## config.mk

```make
export PLATFORM = sky130hd
export DESIGN_NAME = dds_tuning_word_control
export DESIGN_NICKNAME = d
export VERILOG_FILES = /design/src/shared/dds_pkg.sv /design/src/core/dds_tuning_word_control.sv
export SDC_FILE = /design/constraint.sdc
export NUM_CORES = 1
export LEC_CHECK = 0
export ABC_AREA = 1
export BUFFER_PORTS_ARGS = -buffer_cell sky130_fd_sc_hd__buf_2
export CAP_MARGIN = 5
export CORE_ASPECT_RATIO = 0.75
export CORE_MARGIN = 2
export CORE_UTILIZATION = 55
export CTS_BUF_LIST = sky130_fd_sc_hd__clkbuf_16
export DETAILED_ROUTE_END_ITERATION = 8
export PLACE_DENSITY = 0.84
export SLEW_MARGIN = 20
export SYNTH_ARGS = -nofsm -noshare
export SYNTH_HDL_FRONTEND = slang
export SYNTH_SLANG_ARGS = --single-unit
```

## constraint.sdc

```tcl
create_clock -name clk_in -period 2.97 [get_ports clk_in]
set_input_delay 0.891 -clock clk_in [delete_from_list [all_inputs] [get_ports clk_in]]
set_output_delay 0.891 -clock clk_in [all_outputs]
set_load 0.1 [all_outputs]
```

## src/shared/dds_pkg.sv

```systemverilog
package dds_pkg;

	// accumulator and tuning word
	localparam int TUNING_WIDTH = 32;
	localparam int EXT_WIDTH = 31;
	localparam logic [31:0] TUNING_RESET = 32'h0000_0000;
	localparam logic [31:0] PHASE_RESET = 32'h0000_0000;

	// output path
	localparam int WAVE_WIDTH = 14;
	localparam int AMP_WIDTH = 12;
	localparam int PHASE_TOP = 31;
	localparam int PHASE_BYPASS_LOW = 18;
	localparam int LUT_ADDR_LOW = 26;
	localparam logic [11:0] AMP_MID = 12'h800;
	localparam logic [13:0] WAVE_RESET = 14'h0000;
	localparam int PIPE_LATENCY = 2;

	// control pin sync vector layout
	localparam int CTL_WIDTH = 8;
	localparam int CTL_LOAD_SEL = 0;
	localparam int CTL_SERIAL_SEL_N = 1;
	localparam int CTL_SLEEP_N = 2;
	localparam int CTL_BYPASS = 3;
	localparam int CTL_STROBE = 4;
	localparam int CTL_SHIFT_CLK = 5;
	localparam int CTL_WINDOW = 6;
	localparam int CTL_SER_DATA = 7;
	localparam logic [7:0] CTL_RESET = 8'h00;

	// timing
	localparam int CLOCK_HZ = 10000000;
	localparam int SHIFT_CLOCK_PERIOD_NS = 800;

	// serial port states
	typedef enum logic [1:0] {
		ser_idle,
		ser_shifting,
		ser_armed
	} ser_state_type;

endpackage

```

## src/core/dds_tuning_word_control.sv

```systemverilog
`timescale 1ns/1ps
// Functional notes
// RL1 - tuning word top bit forced zero; only 31 low bits come from outside
// RL2 - load source select high: parallel word taken on update strobe rising edge
// RL3 - update strobe is resynchronised to the system clock; phase stays continuous
// RL4 - load source select low: parallel word taken on every system clock
// RL5 - clear low zeroes tuning word, buffer, accumulator, sine path, outputs asynchronously
// RL6 - during power-down parallel inputs are ignored and nothing new is loaded
// RL7 - after clear, outputs stay all zero until a tuning word is loaded
// RL8 - serial port works only while serial select is low; select is static
// RL9 - one serial bit shifted per shift clock rising edge while window high
// RL10 - host sends exactly 31 bits msb first; top bit is internal zero
// RL11 - host holds window high for whole 31-bit sequence, then drops it
// RL12 - after window drops, next update strobe rising edge commits buffer to word
// RL13 - previous buffered word leaves on serial output msb first while shifting
// RL14 - serial buffer shifts during power-down; strobe after wake commits it
// RL15 - phase bypass drives top 14 accumulator bits out, sine table idle
// RL16 - in bypass, coding has no effect; all other controls act unchanged
// RL17 - output bits 12 and 13 only used in bypass; static otherwise
// RL18 - sleep low enters power-down; sleep is synchronised to system clock
// RL19 - power-down keeps all registers and freezes output; wake continues phase
// RL20 - clear still works during power-down
// RL21 - after clear release word accepted at once; outputs zero until pipeline fills
// RL22 - tuning word added to accumulator every system clock
// RL23 - normal mode maps phase through sine table to amplitude
// RL24 - accumulator wraps modulo full width on overflow

module dds_tuning_word_control (
	// clock and resets
	input wire logic clk_in,
	input wire logic reset_n_in,
	input wire logic clear_n_in,
	// mode pins
	input wire logic load_source_select_in,
	input wire logic serial_select_n_in,
	input wire logic sleep_n_in,
	input wire logic phase_bypass_enable_in,
	input wire logic update_strobe_in,
	// parallel tuning port
	input wire logic [30:0] tuning_word_in,
	// serial tuning port
	input wire logic shift_clock_in,
	input wire logic shift_window_in,
	input wire logic serial_word_in,
	output logic serial_word_out,
	// waveform and status
	output logic [13:0] waveform_out,
	output logic asleep_out,
	output logic word_loaded_out
);

	typedef struct packed {
		logic [1:0] clear_sync;
		logic [dds_pkg::CTL_WIDTH-1:0] ctl_meta;
		logic [dds_pkg::CTL_WIDTH-1:0] ctl_sync;
		logic [dds_pkg::EXT_WIDTH-1:0] par_meta;
		logic [dds_pkg::EXT_WIDTH-1:0] par_sync;
		logic strobe_prev;
		logic shift_clock_prev;
		dds_pkg::ser_state_type ser_state;
		logic [dds_pkg::EXT_WIDTH-1:0] shift_buf;
		logic ser_out;
		logic [dds_pkg::TUNING_WIDTH-1:0] tuning;
		logic loaded;
		logic [dds_pkg::TUNING_WIDTH-1:0] phase;
		logic [dds_pkg::WAVE_WIDTH-1:0] stage;
		logic stage_valid;
		logic [dds_pkg::WAVE_WIDTH-1:0] wave;
		logic asleep;
	} state_type;

	state_type state;
	state_type next_state;

	// quarter-wave magnitude, 11 bits, sampled at half-step offsets
	function automatic logic [10:0] quarter_sine(input logic [3:0] index);
		logic [10:0] mag;
		mag = 11'h000;
		case (index)
			4'h0: mag = 11'h064;
			4'h1: mag = 11'h12c;
			4'h2: mag = 11'h1f1;
			4'h3: mag = 11'h2b2;
			4'h4: mag = 11'h36b;
			4'h5: mag = 11'h41c;
			4'h6: mag = 11'h4c3;
			4'h7: mag = 11'h55f;
			4'h8: mag = 11'h5ed;
			4'h9: mag = 11'h66c;
			4'ha: mag = 11'h6dc;
			4'hb: mag = 11'h73b;
			4'hc: mag = 11'h787;
			4'hd: mag = 11'h7c2;
			4'he: mag = 11'h7e9;
			4'hf: mag = 11'h7fd;
			default: mag = 11'h000;
		endcase
		return mag;
	endfunction

	// full-wave amplitude in offset binary from the top phase bits
	function automatic logic [11:0] sine_amplitude(input logic [5:0] top);
		logic [3:0] index;
		logic [11:0] mag;
		index = top[4] ? ~top[3:0] : top[3:0];
		mag = {1'b0, quarter_sine(index)};
		return top[5] ? 12'(dds_pkg::AMP_MID - mag) : 12'(dds_pkg::AMP_MID + mag);
	endfunction

	// word of either port, top bit forced zero
	function automatic logic [31:0] widen_word(input logic [30:0] word);
		return {1'b0, word};
	endfunction

	logic clear_active;
	logic awake;
	logic serial_mode;
	logic strobe_rise;
	logic shift_rise;
	logic window;
	logic [dds_pkg::EXT_WIDTH-1:0] shifted_buf;

	always_comb begin
		clear_active = !state.clear_sync[1];
		awake = state.ctl_sync[dds_pkg::CTL_SLEEP_N];
		serial_mode = !state.ctl_sync[dds_pkg::CTL_SERIAL_SEL_N];
		strobe_rise = state.ctl_sync[dds_pkg::CTL_STROBE] && !state.strobe_prev;
		shift_rise = state.ctl_sync[dds_pkg::CTL_SHIFT_CLK] && !state.shift_clock_prev;
		window = state.ctl_sync[dds_pkg::CTL_WINDOW];
		shifted_buf = {state.shift_buf[dds_pkg::EXT_WIDTH-2:0], state.ctl_sync[dds_pkg::CTL_SER_DATA]};
	end

	always_comb begin
		next_state = state;

		// pin synchronisers, two flops each
		next_state.clear_sync = {state.clear_sync[0], 1'b1};
		next_state.ctl_meta = {serial_word_in, shift_window_in, shift_clock_in, update_strobe_in,
			phase_bypass_enable_in, sleep_n_in, serial_select_n_in, load_source_select_in};
		next_state.ctl_sync = state.ctl_meta;
		next_state.par_meta = tuning_word_in;
		next_state.par_sync = state.par_meta;
		next_state.strobe_prev = state.ctl_sync[dds_pkg::CTL_STROBE]; // [RL3]
		next_state.shift_clock_prev = state.ctl_sync[dds_pkg::CTL_SHIFT_CLK];
		next_state.asleep = !awake; // [RL18]

		if (clear_active) begin
			// hold zero until clear release passes the sync
			next_state.ser_state = dds_pkg::ser_idle;
			next_state.shift_buf = '0; // [RL5]
			next_state.ser_out = 1'b0;
			next_state.tuning = dds_pkg::TUNING_RESET; // [RL5]
			next_state.loaded = 1'b0; // [RL7]
			next_state.phase = dds_pkg::PHASE_RESET;
			next_state.stage = dds_pkg::WAVE_RESET;
			next_state.stage_valid = 1'b0;
			next_state.wave = dds_pkg::WAVE_RESET; // [RL5] [RL20]
		end else begin
			// serial port, runs asleep or awake
			if (serial_mode) begin // [RL8] [RL14]
				case (state.ser_state)
					dds_pkg::ser_idle: begin
						if (shift_rise && window) begin
							next_state.shift_buf = shifted_buf; // [RL9]
							next_state.ser_state = dds_pkg::ser_shifting;
						end
					end
					dds_pkg::ser_shifting: begin
						if (!window) begin
							next_state.ser_state = dds_pkg::ser_armed; // [RL11]
						end else if (shift_rise) begin
							next_state.shift_buf = shifted_buf; // [RL9] [RL10]
						end
					end
					dds_pkg::ser_armed: begin
						if (shift_rise && window) begin
							next_state.shift_buf = shifted_buf;
							next_state.ser_state = dds_pkg::ser_shifting;
						end else if (strobe_rise && awake) begin
							next_state.tuning = widen_word(state.shift_buf); // [RL12] [RL14] [RL1]
							next_state.loaded = 1'b1;
							next_state.ser_state = dds_pkg::ser_idle;
						end
					end
					default: begin
						next_state.ser_state = dds_pkg::ser_idle;
					end
				endcase
			end else begin
				next_state.ser_state = dds_pkg::ser_idle;
				// parallel port, ignored while asleep
				if (awake) begin // [RL6]
					if (state.ctl_sync[dds_pkg::CTL_LOAD_SEL]) begin
						if (strobe_rise) begin
							next_state.tuning = widen_word(state.par_sync); // [RL2] [RL1]
							next_state.loaded = 1'b1;
						end
					end else begin
						next_state.tuning = widen_word(state.par_sync); // [RL4] [RL1]
						next_state.loaded = 1'b1;
					end
				end
			end
			// msb of the held word leads on the daisy-chain output
			next_state.ser_out = next_state.shift_buf[dds_pkg::EXT_WIDTH-1]; // [RL13]

			// accumulator and output pipeline freeze while asleep
			if (awake) begin // [RL19]
				next_state.phase = 32'(state.phase + state.tuning); // [RL22] [RL24]
				if (state.ctl_sync[dds_pkg::CTL_BYPASS]) begin
					next_state.stage = state.phase[dds_pkg::PHASE_TOP:dds_pkg::PHASE_BYPASS_LOW]; // [RL15] [RL16]
				end else begin
					// bits 12 and 13 held low outside bypass
					next_state.stage = {2'b00,
						sine_amplitude(state.phase[dds_pkg::PHASE_TOP:dds_pkg::LUT_ADDR_LOW])}; // [RL23] [RL17]
				end
				next_state.stage_valid = state.loaded; // [RL21]
				next_state.wave = state.stage_valid ? state.stage : dds_pkg::WAVE_RESET; // [RL7] [RL21]
			end
		end
	end

	always_ff @(posedge clk_in or negedge clear_n_in) begin
		if (!clear_n_in) begin
			state <= '0; // [RL5] [RL20]
		end else if (!reset_n_in) begin
			state <= '0;
		end else begin
			state <= next_state;
		end
	end

	always_comb begin
		waveform_out = state.wave;
		serial_word_out = state.ser_out;
		asleep_out = state.asleep;
		word_loaded_out = state.loaded;
	end

endmodule

```

Yosys cells after proc, flatten, opt, wreduce, memory -nomap -nowiden
Memories as Yosys holds them, arrays and structs flattened.
Index checks and enable logic that the tools add are counted.
{"block": "totals", "register_bits": 211, "rom_bits": 176, "mem_count": 1}
{"memory": "(no name shown)", "depth": 16, "width": 11, "read_ports": 1, "rd_clocked_by_memory_dff": 0, "write_ports": 0, "line": "dds_tuning_word_control.sv:79", "rtl": "case (index)"}
{"block": "classes", "addsub": 3, "eq_ne": 17, "n_mux": 28, "n_bitwise": 1, "reduce_logical": 11}
{"cell": "33-bit two-way mux", "n": 8}
{"cell": "211-bit two-way mux", "n": 1}
{"cell": "128-bit two-way mux", "n": 1}
{"cell": "31-bit two-way mux", "n": 4}
{"cell": "31-bit one-hot mux with 3 select lines", "n": 1}
{"cell": "61-bit two-way mux", "n": 1}
{"cell": "11-bit two-way mux", "n": 3}
{"cell": "32-bit adder", "n": 1}
{"cell": "14-bit two-way mux", "n": 2}
{"cell": "4-bit inequality test (second input constant)", "n": 6}
{"cell": "12-bit by 11-bit adder with 12-bit output (first input constant)", "n": 1}
{"cell": "12-bit two-way mux", "n": 1}
{"cell": "12-bit by 11-bit subtractor with 12-bit output (first input constant)", "n": 1}
{"cell": "5-bit inequality test (second input constant)", "n": 2}
{"cell": "2-bit two-way mux", "n": 4}
{"cell": "4-bit by 3-bit inequality test with 1-bit output (second input constant)", "n": 2}
{"cell": "3-bit inequality test (second input constant)", "n": 2}
{"cell": "6-bit inequality test (second input constant)", "n": 1}
{"cell": "2-bit one-hot mux with 3 select lines", "n": 1}
{"cell": "6-bit AND reduction", "n": 1}
{"cell": "5-bit by 2-bit inequality test with 1-bit output (second input constant)", "n": 1}
{"cell": "5-bit by 4-bit inequality test with 1-bit output (second input constant)", "n": 1}
{"cell": "5-bit AND reduction", "n": 1}
{"cell": "1-bit logical AND", "n": 4}
{"cell": "7 further kinds", "n": 9}

Logic depth before layout (Yosys ltp)
An unclocked memory read counts as a cell.
{"block": "depth", "ltp_word": 12, "depth_mapped": 18, "ltp_nobuf": 18}

Worst setup path after synthesis
No wires, ideal clock.
{"block": "synth_timing", "kind": "register to register", "from": "register state[60] (netlist bit)", "to": "register state[22] (netlist bit)", "setup_ns": 0.123, "t_arrival_ns": 2.097, "slack_ns": 0.750, "path_stages_with_launch": 17, "n_path_buf": 0, "period_less_slack_ns": 2.220, "path_cell_list": "dfrtp_1 > inv_2 > nand2_1 > nand2_1 > inv_1 > ha_1 > nand2_1 > nand2_1 > nand2_1 > nand2_1 > ha_1 > nand3_1 > nand2_1 > nand2_1 > nand2_1 > o21ai_0 > nand2_1"}
{"block": "synth_via", "elab_chain_len": 11}
{"element": "start: declaration", "line": "dds_tuning_word_control.sv:72", "rtl": "state_type state;"}
{"element": "start signal: assignment", "line": "dds_tuning_word_control.sv:229", "rtl": "state <= next_state;"}
{"element": "4-bit two-way mux *", "line": "dds_tuning_word_control.sv:105", "rtl": "index = top[4] ? ~top[3:0] : top[3:0];"}
{"element": "memory read 16 x 11 bit *"}
{"element": "11-bit two-way mux *", "line": "dds_tuning_word_control.sv:210", "rtl": "if (state.ctl_sync[dds_pkg::CTL_BYPASS]) begin"}
{"element": "11-bit two-way mux *", "line": "dds_tuning_word_control.sv:208", "rtl": "if (awake) begin"}
{"element": "11-bit two-way mux *", "line": "dds_tuning_word_control.sv:147", "rtl": "if (clear_active) begin"}
{"element": "12-bit by 11-bit adder with 12-bit output / 12-bit by 11-bit subtractor with 12-bit output (equally long branches)", "line": "dds_tuning_word_control.sv:107", "rtl": "return top[5] ? 12'(dds_pkg::AMP_MID - mag) : 12'(dds_pkg::AMP_MID + mag);"}
{"element": "12-bit two-way mux *", "line": "dds_tuning_word_control.sv:107"}
{"element": "14-bit two-way mux *", "line": "dds_tuning_word_control.sv:210"}
{"element": "61-bit two-way mux *", "line": "dds_tuning_word_control.sv:208"}
{"element": "128-bit two-way mux *", "line": "dds_tuning_word_control.sv:147"}
{"element": "211-bit two-way mux *", "line": "dds_tuning_word_control.sv:226", "rtl": "end else if (!reset_n_in) begin"}
Every way passes the cells marked *; elsewhere a longest branch is shown, timed or not. The select of a mux whose other input is x is not followed.
A chain may end at the register's enable or synchronous reset.

Worst setup path in the final report
{"block": "layout_timing", "from": "register state[60] (netlist bit)", "to": "register state[20] (netlist bit)"}
Same word-level chain as after synthesis.

==> results.cfg <==
[worst_setup_path]
cp_top_family = simple AND/OR/NAND/NOR gates
reg2reg_depth = 16
cp.required_ps = 3360
cp_max_fo = 8
r2r-end = state[20]
critPathCapture = state[20]
critPathSlowestCell = dfrtp_1
crit_path_end_kind = flip-flop
crit_cells = 16
crit_chain = inv_2 -> nand2_1 -> nand2_1 -> inv_1 -> ha_1 -> nand2_1 -> nand2_1 -> nand2_1 -> nand2_1 -> ha_1 -> nand3_1 -> nand2_1 -> nand2_1 -> nand3_1 -> o211ai_1 -> nand2_1
worstSetupPathType = flip-flop to flip-flop
startpoint = state[60]
rrSetupSlack_ps = 390
timing.rr.start = state[60]
worstPathArrival_ps = 2970
cp_common_cell = nand2_1
crit_buf_inv = 2
start_kind = flip-flop
cpPeakStageDelay_ps = 460

[floorplan]
die_w_um = 165
fp.dieArea_mm2 = 0.0206
io_pins = 59
start_util = 0.558
core.rowCount = 44
core-area_mm2 = 0.0192
die_h_um = 125

[clock_tree]
path_clk_slew_ps = 60
cts_root_buf = clkbuf_16
postCtsSetupRepairBufs = 0
clock_latency_ps = 520
numCtsBuffers = 22
clk_path_buf_depth = 3
cts_hold_buffers = 0
ctsResizeCount = 0
cts.sinks = 209
htree_levels = 1
cts_tree = yes

[global_routing]
antenna_found_initial = 0
overflow = 0
grt_pass1_vias = 8283
grt_first_pass_wirelength_mm = 41.4
grt_util_all_layers = 0.251
grt_max_degree = 83

[logic_synthesis]
synth_edf_count = 0
postSynthCellCount = 1334
synthFlopType = dfrtp_1
seq_area_frac_synth = 0.488
yosysTopAreaCell = dfrtp_1
syn-cell-area_mm2 = 0.0107
synth_top_cell_area_share = 0.488
synth_seq_cells = 209
async_flop_share = 1.00
synth_nets = 1421
synth.distinct_cells = 40
ys_warn_count = 0
synth_area_per_cell_um2 = 8.03
synth_area_leaders = dfrtp_1, nand2_1, inv_1

[placement]
io_buffers = 58
place_area_mm2 = 0.0112
placedCellCount = 1602
gp_congestion = 0.999
hpwl_mm = 17.5

[sta]
slew_headroom = 0.431
tightestPinTransition_ps = 852
rsz0062_at_grt = false
hold_viol_final = 0
final.setup.tns_ps = 0
setup_viol = 0
achievable-frequency_mhz = 388
maxSlewViolCount = 0
clock_skew_ps = 14.6
fin_crit_ps = 2580
period_share = 0.869
holdWs_ps = 315

[route]
drc = 0
vias = 8837
drt-initial-drc-count = 925
drtAntennaViolNets = 0
routedWlPerCell_um = 15.1
vias_per_cell = 5.39
wirelength_mm = 24.8
firstDrtPassIters = 5

[finish]
diodes = 0
area_growth_pct = 10.4
fin_nets = 1460
design_area_mm2 = 0.0118
final.fill_count = 1588
final_cells = 1640
layout-drive-gt1-share = 0.0887

[power]
powerDensity_mw_per_mm2 = 478
p_leak_nw = 6.39
p_total_w = 0.00565
max-vdd-ir-drop_mv = 0.457

[worst_hold_path]
hp-class = input port to asynchronous set/reset pin

[run_status]
status = completed

[run]
maxCapViolCount = 0
## cell families (layout without fill, tap and decap cells)
| kind of cell | Yosys count | count (layout) | share of synthesized area |
|---|---|---|---|
| buffers and inverters | 256 | 309 | 0.0975 |
| and+or+nand+nor | 563 | 563 | 0.213 |
| adders and majority gates | 45 | 45 | 0.0532 |
| DFF | 209 | 209 | 0.488 |
| AOI/OAI and AO/OA | 231 | 231 | 0.120 |
| muxes | 30 | 30 | 0.0280 |
## report_power, final
group | leakage, nW | switching, W | internal [W]
Combinational | 3.20 | 0.000186 | 0.0000745
Sequential | 2.85 | 0.0000229 | 0.00290
Clock | 0.336 | 0.00111 | 0.00136
Total | 6.39 | 0.00132 | 0.00433
## routing by layer
metal,up-vias,part of all wire,global-route usage
met5,-,0,0
met4,0,0.022,0.0573
met3,38,0.072,0.0390
met2,327,0.43,0.371
met1,4154,0.48,0.391
li1,4318,-,-
## Yosys cell counts (2+ instances only)
library cell and n:
nand2_1 388, dfrtp_1 209, inv_1 192, o21ai_0 94, nand3_1 74, a21oi_1 71, nor2_1 70, ha_1 44
clkbuf_1 37, o22ai_1 36, mux2i_1 30, buf_4 15, nand2_2 9, nor3_1 8, o211ai_1 6, o21ai_1 6
buf_2 4, inv_2 4, buf_6 3, nand4_1 3, nor4_1 3, o21bai_1 3, a21o_1 2, a22o_1 2
a32o_1 2, nand3b_1 2, o21a_1 2, o41ai_1 2, or2_2 2
## registers in the layout, indices dropped and copies added, names as in the netlist
| register | count |
|---|---|
| waveform_out | 14 |
| asleep_out | 1 |
| word_loaded_out | 1 |
| state | 119 |
| next_state | 42 |
| awake | 1 |
| shifted_buf | 31 |
## cell usage in the layout (no fill, tap or decap), drive strengths merged, types with 3 or more instances in the layout
cell type	instances
ha	44
o22ai	36
o21bai	3
clkbuf	23
nand4	3
or2	3
nand2	398
nor4	3
mux2i	30
a21oi	71
o211ai	6
buf	73
nor3	9
nand3	74
clkinv	11
nor2	71
dfrtp	209
o21ai	100
inv	202
## metrics by stage
stage	setup slack, ps	utilization
2_1_floorplan	750	-
3_3_place_gp	525	0.582
3_5_place_dp	432	0.582
4_1_cts	409	0.616
5_1_grt	93.3	0.616
6_report	390	0.616
## layout make-up
cell class	count	area [µm²]	share of cell area
Multi-Input combinational cell	869	4450	0.376
Tap cell	253	317	0.0268
Sequential cell	209	5230	0.442
Clock buffer	22	551	0.0465
Inverter	197	739	0.0625
Timing Repair Buffer	74	444	0.0376
Clock inverter	16	97.6	0.00825
## how the worst min path moves through the flow
stage / endpoint / slack (ps) / depth (start not counted)
floorplan: awake / 410 / 2
global placement: state[135] / 420 / 2
detailed placement: state[161] / 420 / 2
CTS: state[135] / 320 / 1
global route: state[135] / 330 / 1
finish: state[135] / 310 / 1
Power figures use the tool's default switching activity.
